## src/include/synth_seq_pkg.sv

```systemverilog
// Constants, types and register map shared by the synthesizer sequencer files
// Overview of operation
// - An enter-receive or enter-transmit command outside calibration and settling starts oscillator calibration.
// - Calibration lasts 142 us; its done bit sits in cal_done_flags at 0x339.
// - By default a fixed 56 us settling wait follows calibration.
// - With custom_settle_enable set in operating_options, programmed waits replace the default.
// - Receive wait comes from 0x13E, transmit wait from 0x13F, independently.
// - Programmed wait spans 2 to 512 us, two microseconds per count.
// - Loop bandwidth is chosen automatically on every receive or transmit entry.
// - Receive entry always selects the 92 kHz loop bandwidth.
// - Transmit: up to 49.5 kbps gives 130 kHz, up to 129.5 kbps 174 kHz.
// - Transmit: to 179.1 kbps 226 kHz, to 239.9 kbps 305 kHz, above 382 kHz.
// - Table survives while powered but is lost on entering sleep_state.
// - Band select at 0x3DA and amplitude at 0x3DB are readable after calibration.
// - Gaussian shaping, BT 0.5, is applied to transmit bits when enabled at 0x115.
package synth_seq_pkg;

    // ========================================
    // Timing
    localparam int CLK_HZ = 50_000_000;
    localparam int US_PER_S = 1_000_000;
    localparam int TICK_CYCLES = CLK_HZ / US_PER_S;
    localparam int CAL_TIME_US = 142;
    localparam int DEFAULT_SETTLE_US = 56;
    localparam int SETTLE_STEP_US = 2;
    localparam int US_W = 10;
    localparam int DIV_W = 16;
    localparam int CYC_W = 16;

    // ========================================
    // Memory map
    localparam int ADDR_W = 11;
    localparam logic [10:0] ADDR_RATE_LOW = 11'h10c;
    localparam logic [10:0] ADDR_RATE_HIGH = 11'h10d;
    localparam logic [10:0] ADDR_RADIO_CONFIG_SEVEN = 11'h113;
    localparam logic [10:0] ADDR_RADIO_CONFIG_NINE = 11'h115;
    localparam logic [10:0] ADDR_OPERATING_OPTIONS = 11'h11a;
    localparam logic [10:0] ADDR_RX_SETTLE_DELAY = 11'h13e;
    localparam logic [10:0] ADDR_TX_SETTLE_DELAY = 11'h13f;
    localparam logic [10:0] ADDR_CAL_DONE_FLAGS = 11'h339;
    localparam logic [10:0] ADDR_OSC_BAND_RESULT = 11'h3da;
    localparam logic [10:0] ADDR_OSC_AMPLITUDE_RESULT = 11'h3db;
    localparam logic [10:0] ADDR_LUT_FIRST = 11'h010;
    localparam logic [10:0] ADDR_LUT_LAST = 11'h018;
    localparam int LUT_DEPTH = 9;
    localparam int LUT_IDX_W = 4;
    localparam logic [7:0] REG_RESET = 8'h00;
    localparam logic [7:0] READ_UNMAPPED = 8'h00;

    // ========================================
    // Fields
    localparam int CUSTOM_SETTLE_BIT = 0;
    localparam int GAUSS_EN_BIT = 7;
    localparam int CAL_DONE_BIT = 0;
    localparam int TX_BW_OPT_LSB = 4;
    localparam int TX_BW_OPT_MSB = 5;
    localparam logic [1:0] TX_BW_OPT_VALUE = 2'h2;
    localparam int RATE_HIGH_MSB = 3;
    localparam int RATE_W = 12;

    // Data rate in units of 100 bps
    localparam logic [11:0] RATE_MAX_130K = 12'h1ef;
    localparam logic [11:0] RATE_MAX_174K = 12'h50f;
    localparam logic [11:0] RATE_MAX_226K = 12'h6ff;
    localparam logic [11:0] RATE_MAX_305K = 12'h95f;

    // ========================================
    // Commands
    localparam logic [7:0] CMD_ENTER_RECEIVE = 8'h01;
    localparam logic [7:0] CMD_ENTER_TRANSMIT = 8'h02;
    localparam logic [7:0] CMD_ENTER_SLEEP = 8'h03;
    localparam logic [7:0] CMD_APPLY_CONFIG = 8'h04;
    localparam logic [7:0] CMD_ENTER_OFF = 8'h05;

    // ========================================
    // Shaper
    localparam int SHAPE_W = 3;
    localparam logic [2:0] SHAPE_FULL = 3'h4;
    localparam logic [2:0] SHAPE_ZERO = 3'h0;

    typedef enum logic [2:0] {ST_IDLE, ST_CAL, ST_SETTLE, ST_RX, ST_TX, ST_SLEEP} seq_state_type;
    typedef enum logic [2:0] {BW_92K, BW_130K, BW_174K, BW_226K, BW_305K, BW_382K} loop_bw_type;

endpackage

```

## src/hw/synth_phase_timer.sv

```systemverilog
// Microsecond phase timer used for calibration and settling waits
module synth_phase_timer #(
    parameter int TICK_CYCLES = synth_seq_pkg::TICK_CYCLES
) (
    // Clock and reset
    input wire logic clk_i,
    input wire logic rst_i,
    // Control
    input wire logic start_i,
    input wire logic [synth_seq_pkg::US_W-1:0] load_us_i,
    // Status
    output logic busy_o,
    output logic done_o
);

    localparam logic [synth_seq_pkg::DIV_W-1:0] DIV_LAST = synth_seq_pkg::DIV_W'(TICK_CYCLES - 1);

    typedef struct packed {
        logic busy;
        logic done;
        logic [synth_seq_pkg::DIV_W-1:0] div;
        logic [synth_seq_pkg::US_W-1:0] us_left;
    } timer_state_type;

    timer_state_type q;
    timer_state_type d;

    // ========================================
    // Divider runs only while busy, so a wait is exactly load times tick
    always_comb begin
        d = q;
        d.done = 1'b0;
        if (start_i) begin
            d.busy = 1'b1;
            d.div = '0;
            d.us_left = load_us_i;
        end else if (q.busy) begin
            if (q.div == DIV_LAST) begin
                d.div = '0;
                if (q.us_left <= synth_seq_pkg::US_W'(1)) begin
                    d.busy = 1'b0;
                    d.done = 1'b1;
                end else begin
                    d.us_left = q.us_left - synth_seq_pkg::US_W'(1);
                end
            end else begin
                d.div = q.div + synth_seq_pkg::DIV_W'(1);
            end
        end
    end

    always_ff @(posedge clk_i or posedge rst_i) begin
        if (rst_i) begin
            q <= '0;
        end else begin
            q <= d;
        end
    end

    assign busy_o = q.busy;
    assign done_o = q.done;
endmodule

```

## src/hw/synth_cal_settle_sequencer.sv

```systemverilog
// Synthesizer calibration, settling and loop bandwidth sequencer with its registers
module synth_cal_settle_sequencer #(
    parameter int TICK_CYCLES = synth_seq_pkg::TICK_CYCLES,
    parameter int CAL_US = synth_seq_pkg::CAL_TIME_US
) (
    // Clock and reset
    input wire logic REF_CLK_I,
    input wire logic RESET_I,
    // Command port
    input wire logic CMD_VALID_I,
    input wire logic [7:0] CMD_CODE_I,
    // Memory access port
    input wire logic MEM_WR_I,
    input wire logic MEM_RD_I,
    input wire logic [synth_seq_pkg::ADDR_W-1:0] MEM_ADDR_I,
    input wire logic [7:0] MEM_WDATA_I,
    output logic [7:0] MEM_RDATA_O,
    output logic MEM_RVALID_O,
    // Oscillator calibration results
    input wire logic [7:0] VCO_BAND_I,
    input wire logic [7:0] VCO_AMPL_I,
    // Transmit bit stream
    input wire logic TX_BIT_I,
    input wire logic TX_BIT_STB_I,
    output logic [synth_seq_pkg::SHAPE_W-1:0] TX_SHAPED_O,
    // Synthesizer control and state
    output logic CAL_BUSY_O,
    output logic SETTLING_O,
    output logic RX_ACTIVE_O,
    output logic TX_ACTIVE_O,
    output logic SLEEP_O,
    output logic STATE_ENTERED_O,
    output logic [2:0] SYNTH_BW_O,
    output logic TX_LUT_SEL_O
);

    localparam int CAL_CYC = CAL_US * TICK_CYCLES;
    // Calibration phase length in clock cycles, timer latency excluded
    localparam logic [synth_seq_pkg::CYC_W-1:0] CYC_W_CAL = synth_seq_pkg::CYC_W'(CAL_CYC);

    typedef struct packed {
        synth_seq_pkg::seq_state_type st;
        logic dir_tx;
        logic [7:0] rate_low;
        logic [7:0] rate_high;
        logic [7:0] radio_config_seven;
        logic [7:0] radio_config_nine;
        logic [7:0] operating_options;
        logic [7:0] rx_settle_delay;
        logic [7:0] tx_settle_delay;
        logic [7:0] cal_done_flags;
        logic [7:0] osc_band_result;
        logic [7:0] osc_amplitude_result;
        logic [synth_seq_pkg::US_W-1:0] settle_len;
        synth_seq_pkg::loop_bw_type bw;
        logic opt_applied;
        logic [synth_seq_pkg::LUT_DEPTH-1:0][7:0] lut;
        logic [7:0] rdata;
        logic rvalid;
        logic entered;
        logic [2:0] hist;
        logic [synth_seq_pkg::SHAPE_W-1:0] shaped;
        logic [synth_seq_pkg::CYC_W-1:0] phase_cyc;
    } seq_reg_type;

    seq_reg_type q;
    seq_reg_type d;

    logic timer_start;
    logic [synth_seq_pkg::US_W-1:0] timer_load;
    logic timer_busy;
    logic timer_done;
    logic cmd_ok;
    logic [synth_seq_pkg::RATE_W-1:0] rate_w;

    // ========================================
    // Decoding helpers
    function automatic logic is_lut(input logic [synth_seq_pkg::ADDR_W-1:0] addr);
        return (addr >= synth_seq_pkg::ADDR_LUT_FIRST) && (addr <= synth_seq_pkg::ADDR_LUT_LAST);
    endfunction

    function automatic logic [synth_seq_pkg::LUT_IDX_W-1:0] lut_index(
        input logic [synth_seq_pkg::ADDR_W-1:0] addr);
        logic [synth_seq_pkg::ADDR_W-1:0] diff;
        diff = addr - synth_seq_pkg::ADDR_LUT_FIRST;
        return diff[synth_seq_pkg::LUT_IDX_W-1:0];
    endfunction

    function automatic logic [synth_seq_pkg::US_W-1:0] settle_us(input logic custom,
        input logic is_tx, input logic [7:0] rx_count, input logic [7:0] tx_count);
        logic [7:0] sel;
        sel = is_tx ? tx_count : rx_count;
        if (custom) begin
            return synth_seq_pkg::US_W'((int'(sel) + 1) * synth_seq_pkg::SETTLE_STEP_US);
        end
        return synth_seq_pkg::US_W'(synth_seq_pkg::DEFAULT_SETTLE_US);
    endfunction

    function automatic synth_seq_pkg::loop_bw_type select_bw(input logic is_tx,
        input logic [synth_seq_pkg::RATE_W-1:0] rate);
        if (!is_tx) begin
            return synth_seq_pkg::BW_92K;
        end else if (rate <= synth_seq_pkg::RATE_MAX_130K) begin
            return synth_seq_pkg::BW_130K;
        end else if (rate <= synth_seq_pkg::RATE_MAX_174K) begin
            return synth_seq_pkg::BW_174K;
        end else if (rate <= synth_seq_pkg::RATE_MAX_226K) begin
            return synth_seq_pkg::BW_226K;
        end else if (rate <= synth_seq_pkg::RATE_MAX_305K) begin
            return synth_seq_pkg::BW_305K;
        end
        return synth_seq_pkg::BW_382K;
    endfunction

    // Three-tap 1-2-1 kernel approximates a BT 0.5 Gaussian at one sample per bit
    function automatic logic [synth_seq_pkg::SHAPE_W-1:0] shape(input logic enable,
        input logic [2:0] h);
        if (enable) begin
            return synth_seq_pkg::SHAPE_W'({2'b00, h[0]} + {1'b0, h[1], 1'b0} + {2'b00, h[2]});
        end
        return h[0] ? synth_seq_pkg::SHAPE_FULL : synth_seq_pkg::SHAPE_ZERO;
    endfunction

    assign rate_w = {q.rate_high[synth_seq_pkg::RATE_HIGH_MSB:0], q.rate_low};
    // Commands during calibration or settling are dropped, not queued
    assign cmd_ok = (q.st != synth_seq_pkg::ST_CAL) && (q.st != synth_seq_pkg::ST_SETTLE);

    // ========================================
    // Next state
    always_comb begin
        d = q;
        d.rvalid = 1'b0;
        d.entered = 1'b0;
        timer_start = 1'b0;
        timer_load = '0;

        if (MEM_WR_I) begin
            if (is_lut(MEM_ADDR_I)) begin
                d.lut[lut_index(MEM_ADDR_I)] = MEM_WDATA_I;
            end else begin
                case (MEM_ADDR_I)
                    synth_seq_pkg::ADDR_RATE_LOW: begin
                        d.rate_low = MEM_WDATA_I;
                    end
                    synth_seq_pkg::ADDR_RATE_HIGH: begin
                        d.rate_high = MEM_WDATA_I;
                    end
                    synth_seq_pkg::ADDR_RADIO_CONFIG_SEVEN: begin
                        d.radio_config_seven = MEM_WDATA_I;
                    end
                    synth_seq_pkg::ADDR_RADIO_CONFIG_NINE: begin
                        d.radio_config_nine = MEM_WDATA_I;
                    end
                    synth_seq_pkg::ADDR_OPERATING_OPTIONS: begin
                        d.operating_options = MEM_WDATA_I;
                    end
                    synth_seq_pkg::ADDR_RX_SETTLE_DELAY: begin
                        d.rx_settle_delay = MEM_WDATA_I;
                    end
                    synth_seq_pkg::ADDR_TX_SETTLE_DELAY: begin
                        d.tx_settle_delay = MEM_WDATA_I;
                    end
                    default: begin
                    end
                endcase
            end
        end

        if (MEM_RD_I) begin
            d.rvalid = 1'b1;
            if (is_lut(MEM_ADDR_I)) begin
                d.rdata = q.lut[lut_index(MEM_ADDR_I)];
            end else begin
                case (MEM_ADDR_I)
                    synth_seq_pkg::ADDR_RATE_LOW: d.rdata = q.rate_low;
                    synth_seq_pkg::ADDR_RATE_HIGH: d.rdata = q.rate_high;
                    synth_seq_pkg::ADDR_RADIO_CONFIG_SEVEN: d.rdata = q.radio_config_seven;
                    synth_seq_pkg::ADDR_RADIO_CONFIG_NINE: d.rdata = q.radio_config_nine;
                    synth_seq_pkg::ADDR_OPERATING_OPTIONS: d.rdata = q.operating_options;
                    synth_seq_pkg::ADDR_RX_SETTLE_DELAY: d.rdata = q.rx_settle_delay;
                    synth_seq_pkg::ADDR_TX_SETTLE_DELAY: d.rdata = q.tx_settle_delay;
                    synth_seq_pkg::ADDR_CAL_DONE_FLAGS: d.rdata = q.cal_done_flags;
                    synth_seq_pkg::ADDR_OSC_BAND_RESULT: d.rdata = q.osc_band_result;
                    synth_seq_pkg::ADDR_OSC_AMPLITUDE_RESULT: d.rdata = q.osc_amplitude_result;
                    default: d.rdata = synth_seq_pkg::READ_UNMAPPED;
                endcase
            end
        end

        if (TX_BIT_STB_I) begin
            d.hist = {q.hist[1:0], TX_BIT_I};
            d.shaped = shape(q.radio_config_nine[synth_seq_pkg::GAUSS_EN_BIT], d.hist);
        end

        case (q.st)
            synth_seq_pkg::ST_CAL: begin
                if (timer_done) begin
                    d.cal_done_flags[synth_seq_pkg::CAL_DONE_BIT] = 1'b1;
                    d.osc_band_result = VCO_BAND_I;
                    d.osc_amplitude_result = VCO_AMPL_I;
                    d.settle_len = settle_us(
                        q.operating_options[synth_seq_pkg::CUSTOM_SETTLE_BIT],
                        q.dir_tx, q.rx_settle_delay, q.tx_settle_delay);
                    d.st = synth_seq_pkg::ST_SETTLE;
                    timer_start = 1'b1;
                    timer_load = d.settle_len;
                end
            end
            synth_seq_pkg::ST_SETTLE: begin
                if (timer_done) begin
                    d.st = q.dir_tx ? synth_seq_pkg::ST_TX : synth_seq_pkg::ST_RX;
                    d.bw = select_bw(q.dir_tx, rate_w);
                    d.entered = 1'b1;
                end
            end
            synth_seq_pkg::ST_IDLE, synth_seq_pkg::ST_RX, synth_seq_pkg::ST_TX,
            synth_seq_pkg::ST_SLEEP: begin
                if (CMD_VALID_I) begin
                    case (CMD_CODE_I)
                        synth_seq_pkg::CMD_ENTER_RECEIVE, synth_seq_pkg::CMD_ENTER_TRANSMIT: begin
                            d.st = synth_seq_pkg::ST_CAL;
                            d.dir_tx = (CMD_CODE_I == synth_seq_pkg::CMD_ENTER_TRANSMIT);
                            d.cal_done_flags[synth_seq_pkg::CAL_DONE_BIT] = 1'b0;
                            timer_start = 1'b1;
                            timer_load = synth_seq_pkg::US_W'(CAL_US);
                        end
                        synth_seq_pkg::CMD_ENTER_SLEEP: begin
                            d.st = synth_seq_pkg::ST_SLEEP;
                            d.lut = '0;
                        end
                        synth_seq_pkg::CMD_APPLY_CONFIG: begin
                            d.opt_applied = (q.radio_config_seven[synth_seq_pkg::TX_BW_OPT_MSB:
                                synth_seq_pkg::TX_BW_OPT_LSB] == synth_seq_pkg::TX_BW_OPT_VALUE);
                        end
                        synth_seq_pkg::CMD_ENTER_OFF: begin
                            d.st = synth_seq_pkg::ST_IDLE;
                        end
                        default: begin
                        end
                    endcase
                end
            end
            default: begin
                d.st = synth_seq_pkg::ST_IDLE;
            end
        endcase

        // Cycle count of the current timed phase, read only by the checks
        if (d.st != q.st) begin
            d.phase_cyc = '0;
        end else if (!cmd_ok) begin
            d.phase_cyc = q.phase_cyc + synth_seq_pkg::CYC_W'(1);
        end
    end

    always_ff @(posedge REF_CLK_I or posedge RESET_I) begin
        if (RESET_I) begin
            q <= '0;
        end else begin
            q <= d;
        end
    end

    // ========================================
    // Phase timer
    synth_phase_timer #(
        .TICK_CYCLES(TICK_CYCLES)
    ) u_timer (
        .clk_i(REF_CLK_I),
        .rst_i(RESET_I),
        .start_i(timer_start),
        .load_us_i(timer_load),
        .busy_o(timer_busy),
        .done_o(timer_done)
    );

    // ========================================
    // Outputs
    assign MEM_RDATA_O = q.rdata;
    assign MEM_RVALID_O = q.rvalid;
    assign TX_SHAPED_O = q.shaped;
    assign CAL_BUSY_O = (q.st == synth_seq_pkg::ST_CAL);
    assign SETTLING_O = (q.st == synth_seq_pkg::ST_SETTLE);
    assign RX_ACTIVE_O = (q.st == synth_seq_pkg::ST_RX);
    assign TX_ACTIVE_O = (q.st == synth_seq_pkg::ST_TX);
    assign SLEEP_O = (q.st == synth_seq_pkg::ST_SLEEP);
    assign STATE_ENTERED_O = q.entered;
    assign SYNTH_BW_O = q.bw;
    assign TX_LUT_SEL_O = q.opt_applied;
endmodule

```

## config.mk

```make
export PLATFORM = sky130hd
export DESIGN_NAME = synth_cal_settle_sequencer
export DESIGN_NICKNAME = d
export VERILOG_FILES = /design/src/include/synth_seq_pkg.sv /design/src/hw/synth_phase_timer.sv /design/src/hw/synth_cal_settle_sequencer.sv
export SDC_FILE = /design/constraint.sdc
export NUM_CORES = 1
export LEC_CHECK = 0
export BUFFER_PORTS_ARGS = -buffer_cell sky130_fd_sc_hd__buf_2
export CORE_MARGIN = 2
export CORE_UTILIZATION = 45
export DETAILED_ROUTE_END_ITERATION = 10
export SYNTH_ARGS = -nofsm -noshare
export SYNTH_HDL_FRONTEND = slang
export SYNTH_HIERARCHICAL = 1
export SYNTH_SLANG_ARGS = --single-unit
```

## constraint.sdc

```tcl
create_clock -name REF_CLK_I -period 6.3 [get_ports REF_CLK_I]
set_clock_uncertainty 0.15 [all_clocks]
set_input_delay 1.89 -clock REF_CLK_I [delete_from_list [all_inputs] [get_ports REF_CLK_I]]
set_output_delay 1.89 -clock REF_CLK_I [all_outputs]
set_load 0.01 [all_outputs]
```

# After elaboration in Yosys (flattened, before gate mapping)
# Cells that the tools add are included.
totals:
  ramBits: 0
  out_inout_bits: 22
  n_memories: 0
  input_bits: 50
  reg_bits: 206
  latch_bits: 0
  elab_cells: 165
  rom_bits: 0
op_classes:
  shifts: 0
  add_sub_neg: 6
  eq_ne: 28
  mul: 0
  bitwise: 1
  magnitude_cmp: 9
  mux: 66
  n_div: 0
  reduce_logical: 22
ops:
  columns: ["op", "n"]
  rows:
  - ["72-bit two-way mux", 5]
  - ["8-bit case mux with 10 select lines", 1]
  - ["11-bit by 9-bit == test with 1-bit output, second input constant", 7]
  - ["72-bit bitwise mux", 1]
  - ["10-bit two-way mux", 5]
  - ["8-bit two-way mux", 6]
  - ["3-bit two-way mux", 12]
  - ["11-bit by 10-bit == test with 1-bit output, second input constant", 3]
  - ["8-bit binary-select mux with 4-bit select", 1]
  - ["8-bit demux with 4-bit select", 1]
  - ["3-bit AND reduction", 10]
  - ["28-bit two-way mux", 1]
  - ["27-bit two-way mux", 1]
  - ["26-bit two-way mux", 1]
  - ["12-bit by 11-bit <= comparator with 1-bit output, second input constant", 2]
  - ["1-bit two-way mux", 22]
  - ["10-bit case mux with 2 select lines", 1]
  - ["3-bit case mux with 3 select lines", 2]
  - ["16-bit by 1-bit adder with 16-bit output, second input constant", 1]
  - ["16-bit by 6-bit == test with 1-bit output, second input constant", 1]
  - ["8-bit by 2-bit == test with 1-bit output, second input constant", 2]
  - ["8-bit by 3-bit == test with 1-bit output, second input constant", 2]
  - ["16-bit two-way mux", 1]
  - ["12-bit <= comparator, second input constant", 1]
  - ["30 further kinds", 42]

# Logic depth before layout (Yosys ltp)
# Gate-level depths: netlist of the first run.
logic_depth:
  word_depth: 11
  ltp_mapped: 10
  ltp_nobuf: 9

# By module
# The synthesis of the first run kept the hierarchy.
by_module_without_submodules:
  columns: ["module", "area_each_um2", "cells_each", "instances"]
  rows:
  - ["synth_cal_settle_sequencer", 8784.7, 837, 1]
  - ["synth_phase_timer", 1814.2, 200, 1]

# Worst setup path before layout of the first run
# No wires, ideal clock.
synth_timing:
  path_type: "input port to flip-flop"
  startpoint: "in CMD_CODE_I[5]"
  endpoint: "reg u_timer/q[0] (netlist bit)"
  path_buffers: 1
  arrival_time_ns: 3.657
  t_required_ns: 6.024
  setup_time_ns: 0.126
  path_slack_ns: 2.367
  cell_stages: 7
  path_cell_list: "or4_1 -> nor3_1 -> nand3b_1 -> nand2_1 -> clkbuf_1 -> nor2_1 -> a221o_1"
synth_between:
  elab_chain_cells: 7
synth_rtl:
  columns: ["element", "line", "text"]
  rows:
  - ["start, declared", "synth_cal_settle_sequencer.sv:11", "input wire logic [7:0] CMD_CODE_I,"]
  - ["8-bit by 2-bit == test with 1-bit output / 8-bit by 1-bit == test with 1-bit output (equally long branches)", "synth_cal_settle_sequencer.sv:219", "case (CMD_CODE_I)"]
  - ["2-bit OR reduction *", "synth_cal_settle_sequencer.sv:219", null]
  - ["1-bit two-way mux *", "synth_cal_settle_sequencer.sv:219", null]
  - ["1-bit two-way mux *", "synth_cal_settle_sequencer.sv:218", "if (CMD_VALID_I) begin"]
  - ["1-bit case mux with 2 select lines *", "synth_cal_settle_sequencer.sv:195", "case (q.st)"]
  - ["net timer_start", "synth_cal_settle_sequencer.sv:69", "logic timer_start;"]
  - ["2-bit != test (no source line) / 2-bit nonzero test (equally long branches)", null, null]
  - ["3-bit AND reduction (no source line)", null, null]
  - ["end signal, assigned", "synth_phase_timer.sv:54", "q <= '0;"]
  - ["end signal, assigned", "synth_phase_timer.sv:56", "q <= d;"]
  - ["end, declared", "synth_phase_timer.sv:25", "timer_state_type q;"]
# Mark *: on every way through the listed nets, which the timed path passes. The rest lies on a longest branch.
# A chain may end at the register's enable or synchronous reset.

# Final worst setup path of the first run
layout_timing:
  startpoint: "in CMD_CODE_I[5]"
  endpoint: "reg u_timer/q[17] (netlist bit)"
layout_between:
  elab_chain_cells: 6
layout_rtl:
  columns: ["element", "line"]
  rows:
  - ["8-bit by 2-bit == test with 1-bit output / 8-bit by 1-bit == test with 1-bit output (equally long branches)", "synth_cal_settle_sequencer.sv:219"]
  - ["2-bit OR reduction *", "synth_cal_settle_sequencer.sv:219"]
  - ["1-bit two-way mux *", "synth_cal_settle_sequencer.sv:219"]
  - ["1-bit two-way mux *", "synth_cal_settle_sequencer.sv:218"]
  - ["1-bit case mux with 2 select lines *", "synth_cal_settle_sequencer.sv:195"]
  - ["net timer_start", "synth_cal_settle_sequencer.sv:69"]
  - ["26-bit two-way mux / 2-bit nonzero test (equally long branches)", null]
# Marked as above.

==> qor.txt, run 1 <==
Initial DRC Count = 639
fmax = 235.4 MHz
Area contributors post-synth = dfrtp_1 (46%), mux2_2 (7.6%), mux2i_1 (7.0%)
die area = 24800 µm²
Resized cells post-CTS = 0
CP Depth = 8
clk sinks = 196
type of destination of the critical path = flop
Seq pwr share = 49.0%
worst skew pair latency = 430 ps
total of warnings raised by yosys = 6
fin crit share = 67.42%
Horiz. Die Dim = 157.5 µm
DRC viols = 0
Static Leak = 5.272 nW
cts bufs inserted = 17
GPL Wtd Cong = 0.8507
Worst Setup SP = CMD_CODE_I[5]
worst hold path type = reg -> reg
Avg Cell Area, Syn = 10.22 µm²
DIE HEIGHT = 157.5 µm
Post-CTS Setup Bufs = 0
RSZ-0062 raised after global routing = no
Final setup viols = 0
Longest Clk Path Bufs = 2
cell area after synthesis = 10600 µm²
Ant. Diodes = 0
Crit path required time = 6470 ps
commonest cells after routing, fill and taps aside = dfrtp_1 (196), nand2_1 (158), mux2i_1 (74)
post-route ant nets = 0
Core ar. = 23260 µm²
count of cell types in the netlist = 84
Worst-path clk slew = 80 ps
peak supply drop = 152.6 µV
Slew Limit Fails = 0
Via Count = 8045
clk root buf = clkbuf_16
measured slew at the worst slew-check pin = 1126 ps
CP max FO = 16
nature of the critical path startpoint = input port
DR vias/cell = 5.771
H-tree levels = 4
hold_buf cts = 0
IO Port Bufs = 71
Hold Fails Final Rpt = 0
TritonCTS clock tree = done
Cell Pwr Density = 245.7 nW/µm²
initial antenna violation count = 0
GRT overflow = 0
Setup Crit Path Kind = in -> reg
Synth Flop Type = dfrtp_1
run status = finished, final reports clean
Layout Area Growth over Synthesis = 9.609%
DR pass1 iterations = 5
Crit-path slowest cell = or4_1
R2R depth = 8
Post-Synthesis Cells = 1037
commonest non-fill, non-tap cell in the layout = dfrtp_1
first-pass GRT wire length = 44710 µm
Critical R2R Launch = q[199]$_DFFE_PP0P_
area leader, netlist = dfrtp_1
FF-to-FF setup slack = 3080 ps
Crit path buffers/inverters = 1
reg2reg end = u_timer/q[25]$_DFFE_PP0P_
Yosys reg bits = 196
Critical Path End = u_timer/q[17]$_DFFE_PP0P_
Final min period = 4248 ps
combinational share of power = 13.3%
Internal Power = 2.009 mW
P_sw = 845.0 µW
Starting Density = 45.56%
register area share after synthesis = 46.28%
layout cells sized above 1 = 21.21%
IO Pins = 72
Detailed Route WL = 28230 µm
crit-path max cell delay = 530 ps
placed wire-length estimate = 19110 µm
vias in the first global route = 7787
Final Power = 2.854 mW
clock power share = 37.7%
Row Count = 56
setup TNS = 0 ps
number of synthesized flops with an enable pin = 0
Mapped Nets = 1094
Sw Ratio = 29.60%
CP top delay family = simple AND/OR/NAND/NOR gates
total of max-cap violations = 0
Synth top area share = 46.28%
Slew HR = 24.88%
WP data arrival = 4420 ps
post-synthesis async set-or-reset flop share = 100.0%
crit-path cells = buf_2 > or4_1 > nor3_1 > nand3b_1 > nand2_1 > nor2_1 > a31o_2 > a22o_1
largest net degree at the start of global routing = 169
wire length per cell = 20.25 µm
fin nets = 1119
GR Util All Layers = 23.52%
-- logic make-up (layout without fill, tap and decap cells) --
kind of cell	Yosys count	after routing	synth area share, %
compound gates	186	186	11.44
xor+xnor	6	6	0.4958
fa+ha+maj	7	7	0.8263
buf+inv	95	133	4.391
flops	196	196	46.28
mux	157	157	16.87
other cells	1	1	0.03538
simple gates	389	389	19.67
-- cells in the mapped netlist, types with 3 or more instances --
cell	n
dfrtp_1	196
nand2_1	158
mux2i_1	74
mux2_2	72
nor2_1	66
a21oi_1	55
o21ai_0	32
clkbuf_1	27
nand3_1	26
a31oi_1	23
inv_1	23
buf_4	22
buf_2	20
nand4_1	16
nand2b_1	12
nor3_1	11
nor4_1	11
mux4_2	10
nand3b_1	9
nor2b_1	9
o22ai_1	9
and2_1	8
o31ai_1	8
or4_1	8
ha_1	7
o221ai_1	7
a21o_1	6
a22oi_1	6
and3_1	6
o211ai_1	6
and3b_1	5
xnor2_1	5
a22o_1	4
nor2_2	4
nor4b_4	4
a2bb2oi_1	3
a31o_2	3
o32a_1	3
or3_1	3
-- worst reg2reg max path, cell delays in order (launching register included) --
cell,delay [ps]
dfrtp_1,450
inv_1,200
nor3_1,130
nand2_1,480
nand2_1,460
inv_1,400
nand2_1,170
or4b_1,550
o211ai_1,160
-- worst min-delay path by stage --
| stage | endpoint | from | depth (start not counted) | slack [ps] |
|---|---|---|---|---|
| 2_1_floorplan | q[118]$_DFFE_PP0P_ | q[118]$_DFFE_PP0P_ | 2 | 290 |
| 3_3_place_gp | SYNTH_BW_O[2]$_DFFE_PP0P_ | SYNTH_BW_O[2]$_DFFE_PP0P_ | 2 | 310 |
| 3_5_place_dp | SYNTH_BW_O[2]$_DFFE_PP0P_ | SYNTH_BW_O[2]$_DFFE_PP0P_ | 2 | 320 |
| 4_1_cts | SYNTH_BW_O[2]$_DFFE_PP0P_ | SYNTH_BW_O[2]$_DFFE_PP0P_ | 2 | 330 |
| 5_1_grt | SYNTH_BW_O[2]$_DFFE_PP0P_ | SYNTH_BW_O[2]$_DFFE_PP0P_ | 2 | 350 |
| 6_report | SYNTH_BW_O[2]$_DFFE_PP0P_ | SYNTH_BW_O[2]$_DFFE_PP0P_ | 2 | 330 |
-- area by class of cell --
class,instances,area [µm²]
Clock buffer,20,456.7
Clock inverter,12,112.6
Fill cell,2209,11640
Inverter,23,90.09
Multi-Input combinational cell,746,5234
Sequential cell,196,4905
Tap cell,319,399.1
Timing Repair Buffer,78,420.4
-- metal layers --
layer  track usage, %  routed length [µm]  up-vias
met5                0                   0        -
met4            5.411                 331        0
met3            3.607                 893       20
met2            37.55               13540      146
met1            33.83               13470     4097
li1                 -                   -     3782
-- power by group through the flow --
stage                     Sequential [mW]  Clock (mW)  Combinational, mW
after global placement               1.42           0              0.377
after floorplan                      1.39           0              0.294
after CTS                            1.40        1.10              0.383
after global routing                 1.41        1.15              0.422
after detailed placement             1.42           0              0.382
final                                1.40        1.08              0.380
-- sequential cells by signal, summed over array words and instances, names as in the netlist --
name	flops
MEM_RDATA_O	8
TX_LUT_SEL_O	1
u_timer/busy_o	1
u_timer/q	26
STATE_ENTERED_O	1
MEM_RVALID_O	1
u_timer/done_o	1
TX_SHAPED_O	3
q	151
SYNTH_BW_O	3
-- metrics by stage --
step	instance area [µm²]	utilization, %	hold WS [ps]	std cells	worst slack (ps)
after floorplan	10600	-	290.1	1037	2119
after global placement	11050	47.49	312.1	1362	1706
after detailed placement	11050	47.49	315.6	1362	1607
after CTS	11620	49.94	333.5	1394	2061
after global routing	11620	49.94	347.0	1394	1791
final	11620	49.94	328.1	1394	2052
No activity file was read; power rests on OpenSTA's default activity.
==> run 2: changes to the inputs <==
--- a/config.mk
+++ b/config.mk
@@ -5,6 +5,7 @@
 export SDC_FILE = /design/constraint.sdc
 export NUM_CORES = 1
 export LEC_CHECK = 0
+export ABC_AREA = 1
 export BUFFER_PORTS_ARGS = -buffer_cell sky130_fd_sc_hd__buf_2
 export CORE_MARGIN = 2
 export CORE_UTILIZATION = 45
==> constraint.sdc (replaced) <==
create_clock -name REF_CLK_I -period 4.2 [get_ports REF_CLK_I]
set_clock_uncertainty 0.15 [all_clocks]
set_input_delay 1.26 -clock REF_CLK_I [delete_from_list [all_inputs] [get_ports REF_CLK_I]]
set_output_delay 1.26 -clock REF_CLK_I [all_outputs]
set_load 0.01 [all_outputs]
==> qor.txt, run 2 <==
Post-Synthesis Cells = 1638
clk root buf = clkbuf_16
Static Leak = 6.900 nW
Yosys reg bits = 196
cell area after synthesis = 11180 µm²
Resized cells post-CTS = 0
layout cells sized above 1 = 9.069%
hold_sp = q[151]$_DFFE_PP0P_
Via Count = 10010
GRT overflow = 0
total of warnings raised by yosys = 6
first-pass GRT wire length = 49570 µm
IO Port Bufs = 71
Cell Pwr Density = 374.7 nW/µm²
cts bufs inserted = 17
Synth Flop Type = dfrtp_1
Hold Path Depth = 2
clock power share = 35.5%
fin nets = 1731
die area = 26130 µm²
worst skew pair latency = 430 ps
vias in the first global route = 9249
Detailed Route WL = 30230 µm
total of max-cap violations = 0
area leader, netlist = dfrtp_1
largest net degree at the start of global routing = 58
crit-path max cell delay = 430 ps
Hold Slack = 336.4 ps
placed wire-length estimate = 21290 µm
number of synthesized flops with an enable pin = 0
setup TNS = 0 ps
DIE HEIGHT = 161.6 µm
TritonCTS clock tree = done
fin crit share = 75.64%
Crit path required time = 4420 ps
IO Pins = 72
Area contributors post-synth = dfrtp_1 (44%), nand2_1 (18%), o21ai_0 (7.8%)
Final setup viols = 0
Crit path buffers/inverters = 4
GR Util All Layers = 23.98%
Seq pwr share = 47.1%
fmax = 314.8 MHz
Longest Clk Path Bufs = 2
Top reg by flops = q
DR vias/cell = 4.975
wire length per cell = 15.03 µm
Crit-path slowest cell = nand2_1
Slew HR = 26.04%
Starting Density = 45.84%
Post-CTS Setup Bufs = 0
Initial DRC Count = 928
Layout Cells excl Fill = 2011
Avg Cell Area, Syn = 6.827 µm²
DR pass1 iterations = 6
RSZ-0062 raised after global routing = no
top post-synthesis cells by count = nand2_1 (523), inv_1 (225), nor2_1 (218)
initial antenna violation count = 0
crit-path cells = buf_2 > nor2_1 > nand3_1 > inv_1 > o211ai_1 > nor2_1 > inv_1 > nand2_1 > inv_1 > nand2_2 > nand2_1 > nand2_1
Ant. Diodes = 0
Internal Power = 3.210 mW
Row Count = 57
H-tree levels = 4
commonest cells after routing, fill and taps aside = nand2_1 (523), inv_1 (224), nor2_1 (218)
Critical R2R Launch = q[199]$_DFFE_PP0P_
placed cell count = 1979
commonest non-fill, non-tap cell in the layout = nand2_1
Setup Crit Path Kind = in -> reg
WP data arrival = 3400 ps
fin area = 12280 µm²
GPL Wtd Cong = 0.8710
run status = finished, final reports clean
Core ar. = 24390 µm²
Mapped Nets = 1695
CP top delay family = simple AND/OR/NAND/NOR gates
Hold Fails Final Rpt = 0
Worst-path clk slew = 70 ps
WHS Endpoint = q[151]$_DFFE_PP0P_
register area share after synthesis = 43.86%
Horiz. Die Dim = 161.6 µm
FF-to-FF setup slack = 1370 ps
post-route ant nets = 0
worst hold path type = reg -> reg
placed instance area = 11720 µm²
most common cell in the netlist = nand2_1
post-synthesis async set-or-reset flop share = 100.0%
Slew Limit Fails = 0
measured slew at the worst slew-check pin = 1108 ps
CP Depth = 12
Synth top area share = 43.86%
Final Power = 4.603 mW
CP max FO = 14
peak supply drop = 244.7 µV
max reg flops = 151
R2R depth = 7
reg2reg end = u_timer/q[13]$_DFFE_PP0P_
clk sinks = 196
Sw Ratio = 30.26%
P_sw = 1.393 mW
DRC viols = 0
Final min period = 3177 ps
nature of the critical path startpoint = input port
type of destination of the critical path = flop
count of cell types in the netlist = 43
Layout Area Growth over Synthesis = 9.858%
combinational share of power = 17.4%
hold_buf cts = 0
-- run 2: cell types whose count changed after synthesis, sizes merged, moves of 22 or more --
cell | before | now
mux2i | 74 | 1
nand2 | 159 | 531
o21ai | 32 | 177
nor2 | 72 | 230
mux2 | 73 | 0
inv | 23 | 231
a31oi | 23 | 1
a21oi | 55 | 9
nand3 | 26 | 124
-- run 2: cell families after synthesis --
group	share of synthesized area (%)
flops	43.86
xor+xnor	0.5483
buf+inv	11.35
mux	0.08952
compound gates	9.321
simple gates	34.02
fa+ha+maj	0.7832
other cells	0.03354
-- run 2: cell type report --
class                      count  area (µm²)
fill                        2472       12110
clock buffer                  21       440.4
clock inverter                11       126.4
sequential                   196        4905
multi-input combinational   1137        5009
inverter                     233       883.3
timing repair buffer          89       515.5
tap                          324       405.4
-- run 2: how the worst max path moves through the flow --
| stage | end | from | slack [ps] |
|---|---|---|---|
| final | u_timer/q[3]$_DFFE_PP0P_ | CMD_CODE_I[5] | 1020 |
| after global routing | u_timer/q[8]$_DFFE_PP0P_ | CMD_CODE_I[5] | 650 |
| after CTS | u_timer/q[3]$_DFFE_PP0P_ | CMD_CODE_I[5] | 990 |
| after detailed placement | u_timer/q[1]$_DFFE_PP0P_ | CMD_CODE_I[5] | 540 |
| after global placement | u_timer/q[0]$_DFFE_PP0P_ | CMD_CODE_I[5] | 600 |
| after floorplan | MEM_RDATA_O[0]$_DFFE_PP0P_ | RESET_I | 650 |
-- run 2: worst reg2reg max path, cell delays in order, from the launching register on --
cell and delay (ps):
dfrtp_1 420, inv_1 120, nor3_2 70, nand2_1 470, nand2_1 510, nor2_2 550
inv_1 250, o22ai_1 210
-- run 2: stage by stage --
stage                     utilization, %  setup WS (ps)
final                              50.36           1023
after global routing               50.36          647.3
after CTS                          50.36          990.6
after detailed placement           48.04          542.8
after global placement             48.04          603.2
after floorplan                        -          649.3
-- run 2: power by group through the flow --
| stage | Clock (mW) | Sequential (mW) | Combinational [mW] |
|---|---|---|---|
| after detailed placement | 0 | 2.20 | 0.798 |
| after global placement | 0 | 2.20 | 0.785 |
| after floorplan | 0 | 2.17 | 0.608 |
| final | 1.63 | 2.17 | 0.801 |
| after global routing | 1.74 | 2.19 | 0.925 |
| after CTS | 1.66 | 2.17 | 0.804 |
-- run 2: routing by layer --
layer / up-vias / routed length (µm) / global-route usage (%)
met5: - / 0 / 0
met4: 0 / 488 / 6.436
met3: 26 / 1587 / 3.005
met2: 281 / 13000 / 35.68
met1: 4577 / 15150 / 36.86
li1: 5121 / - / -
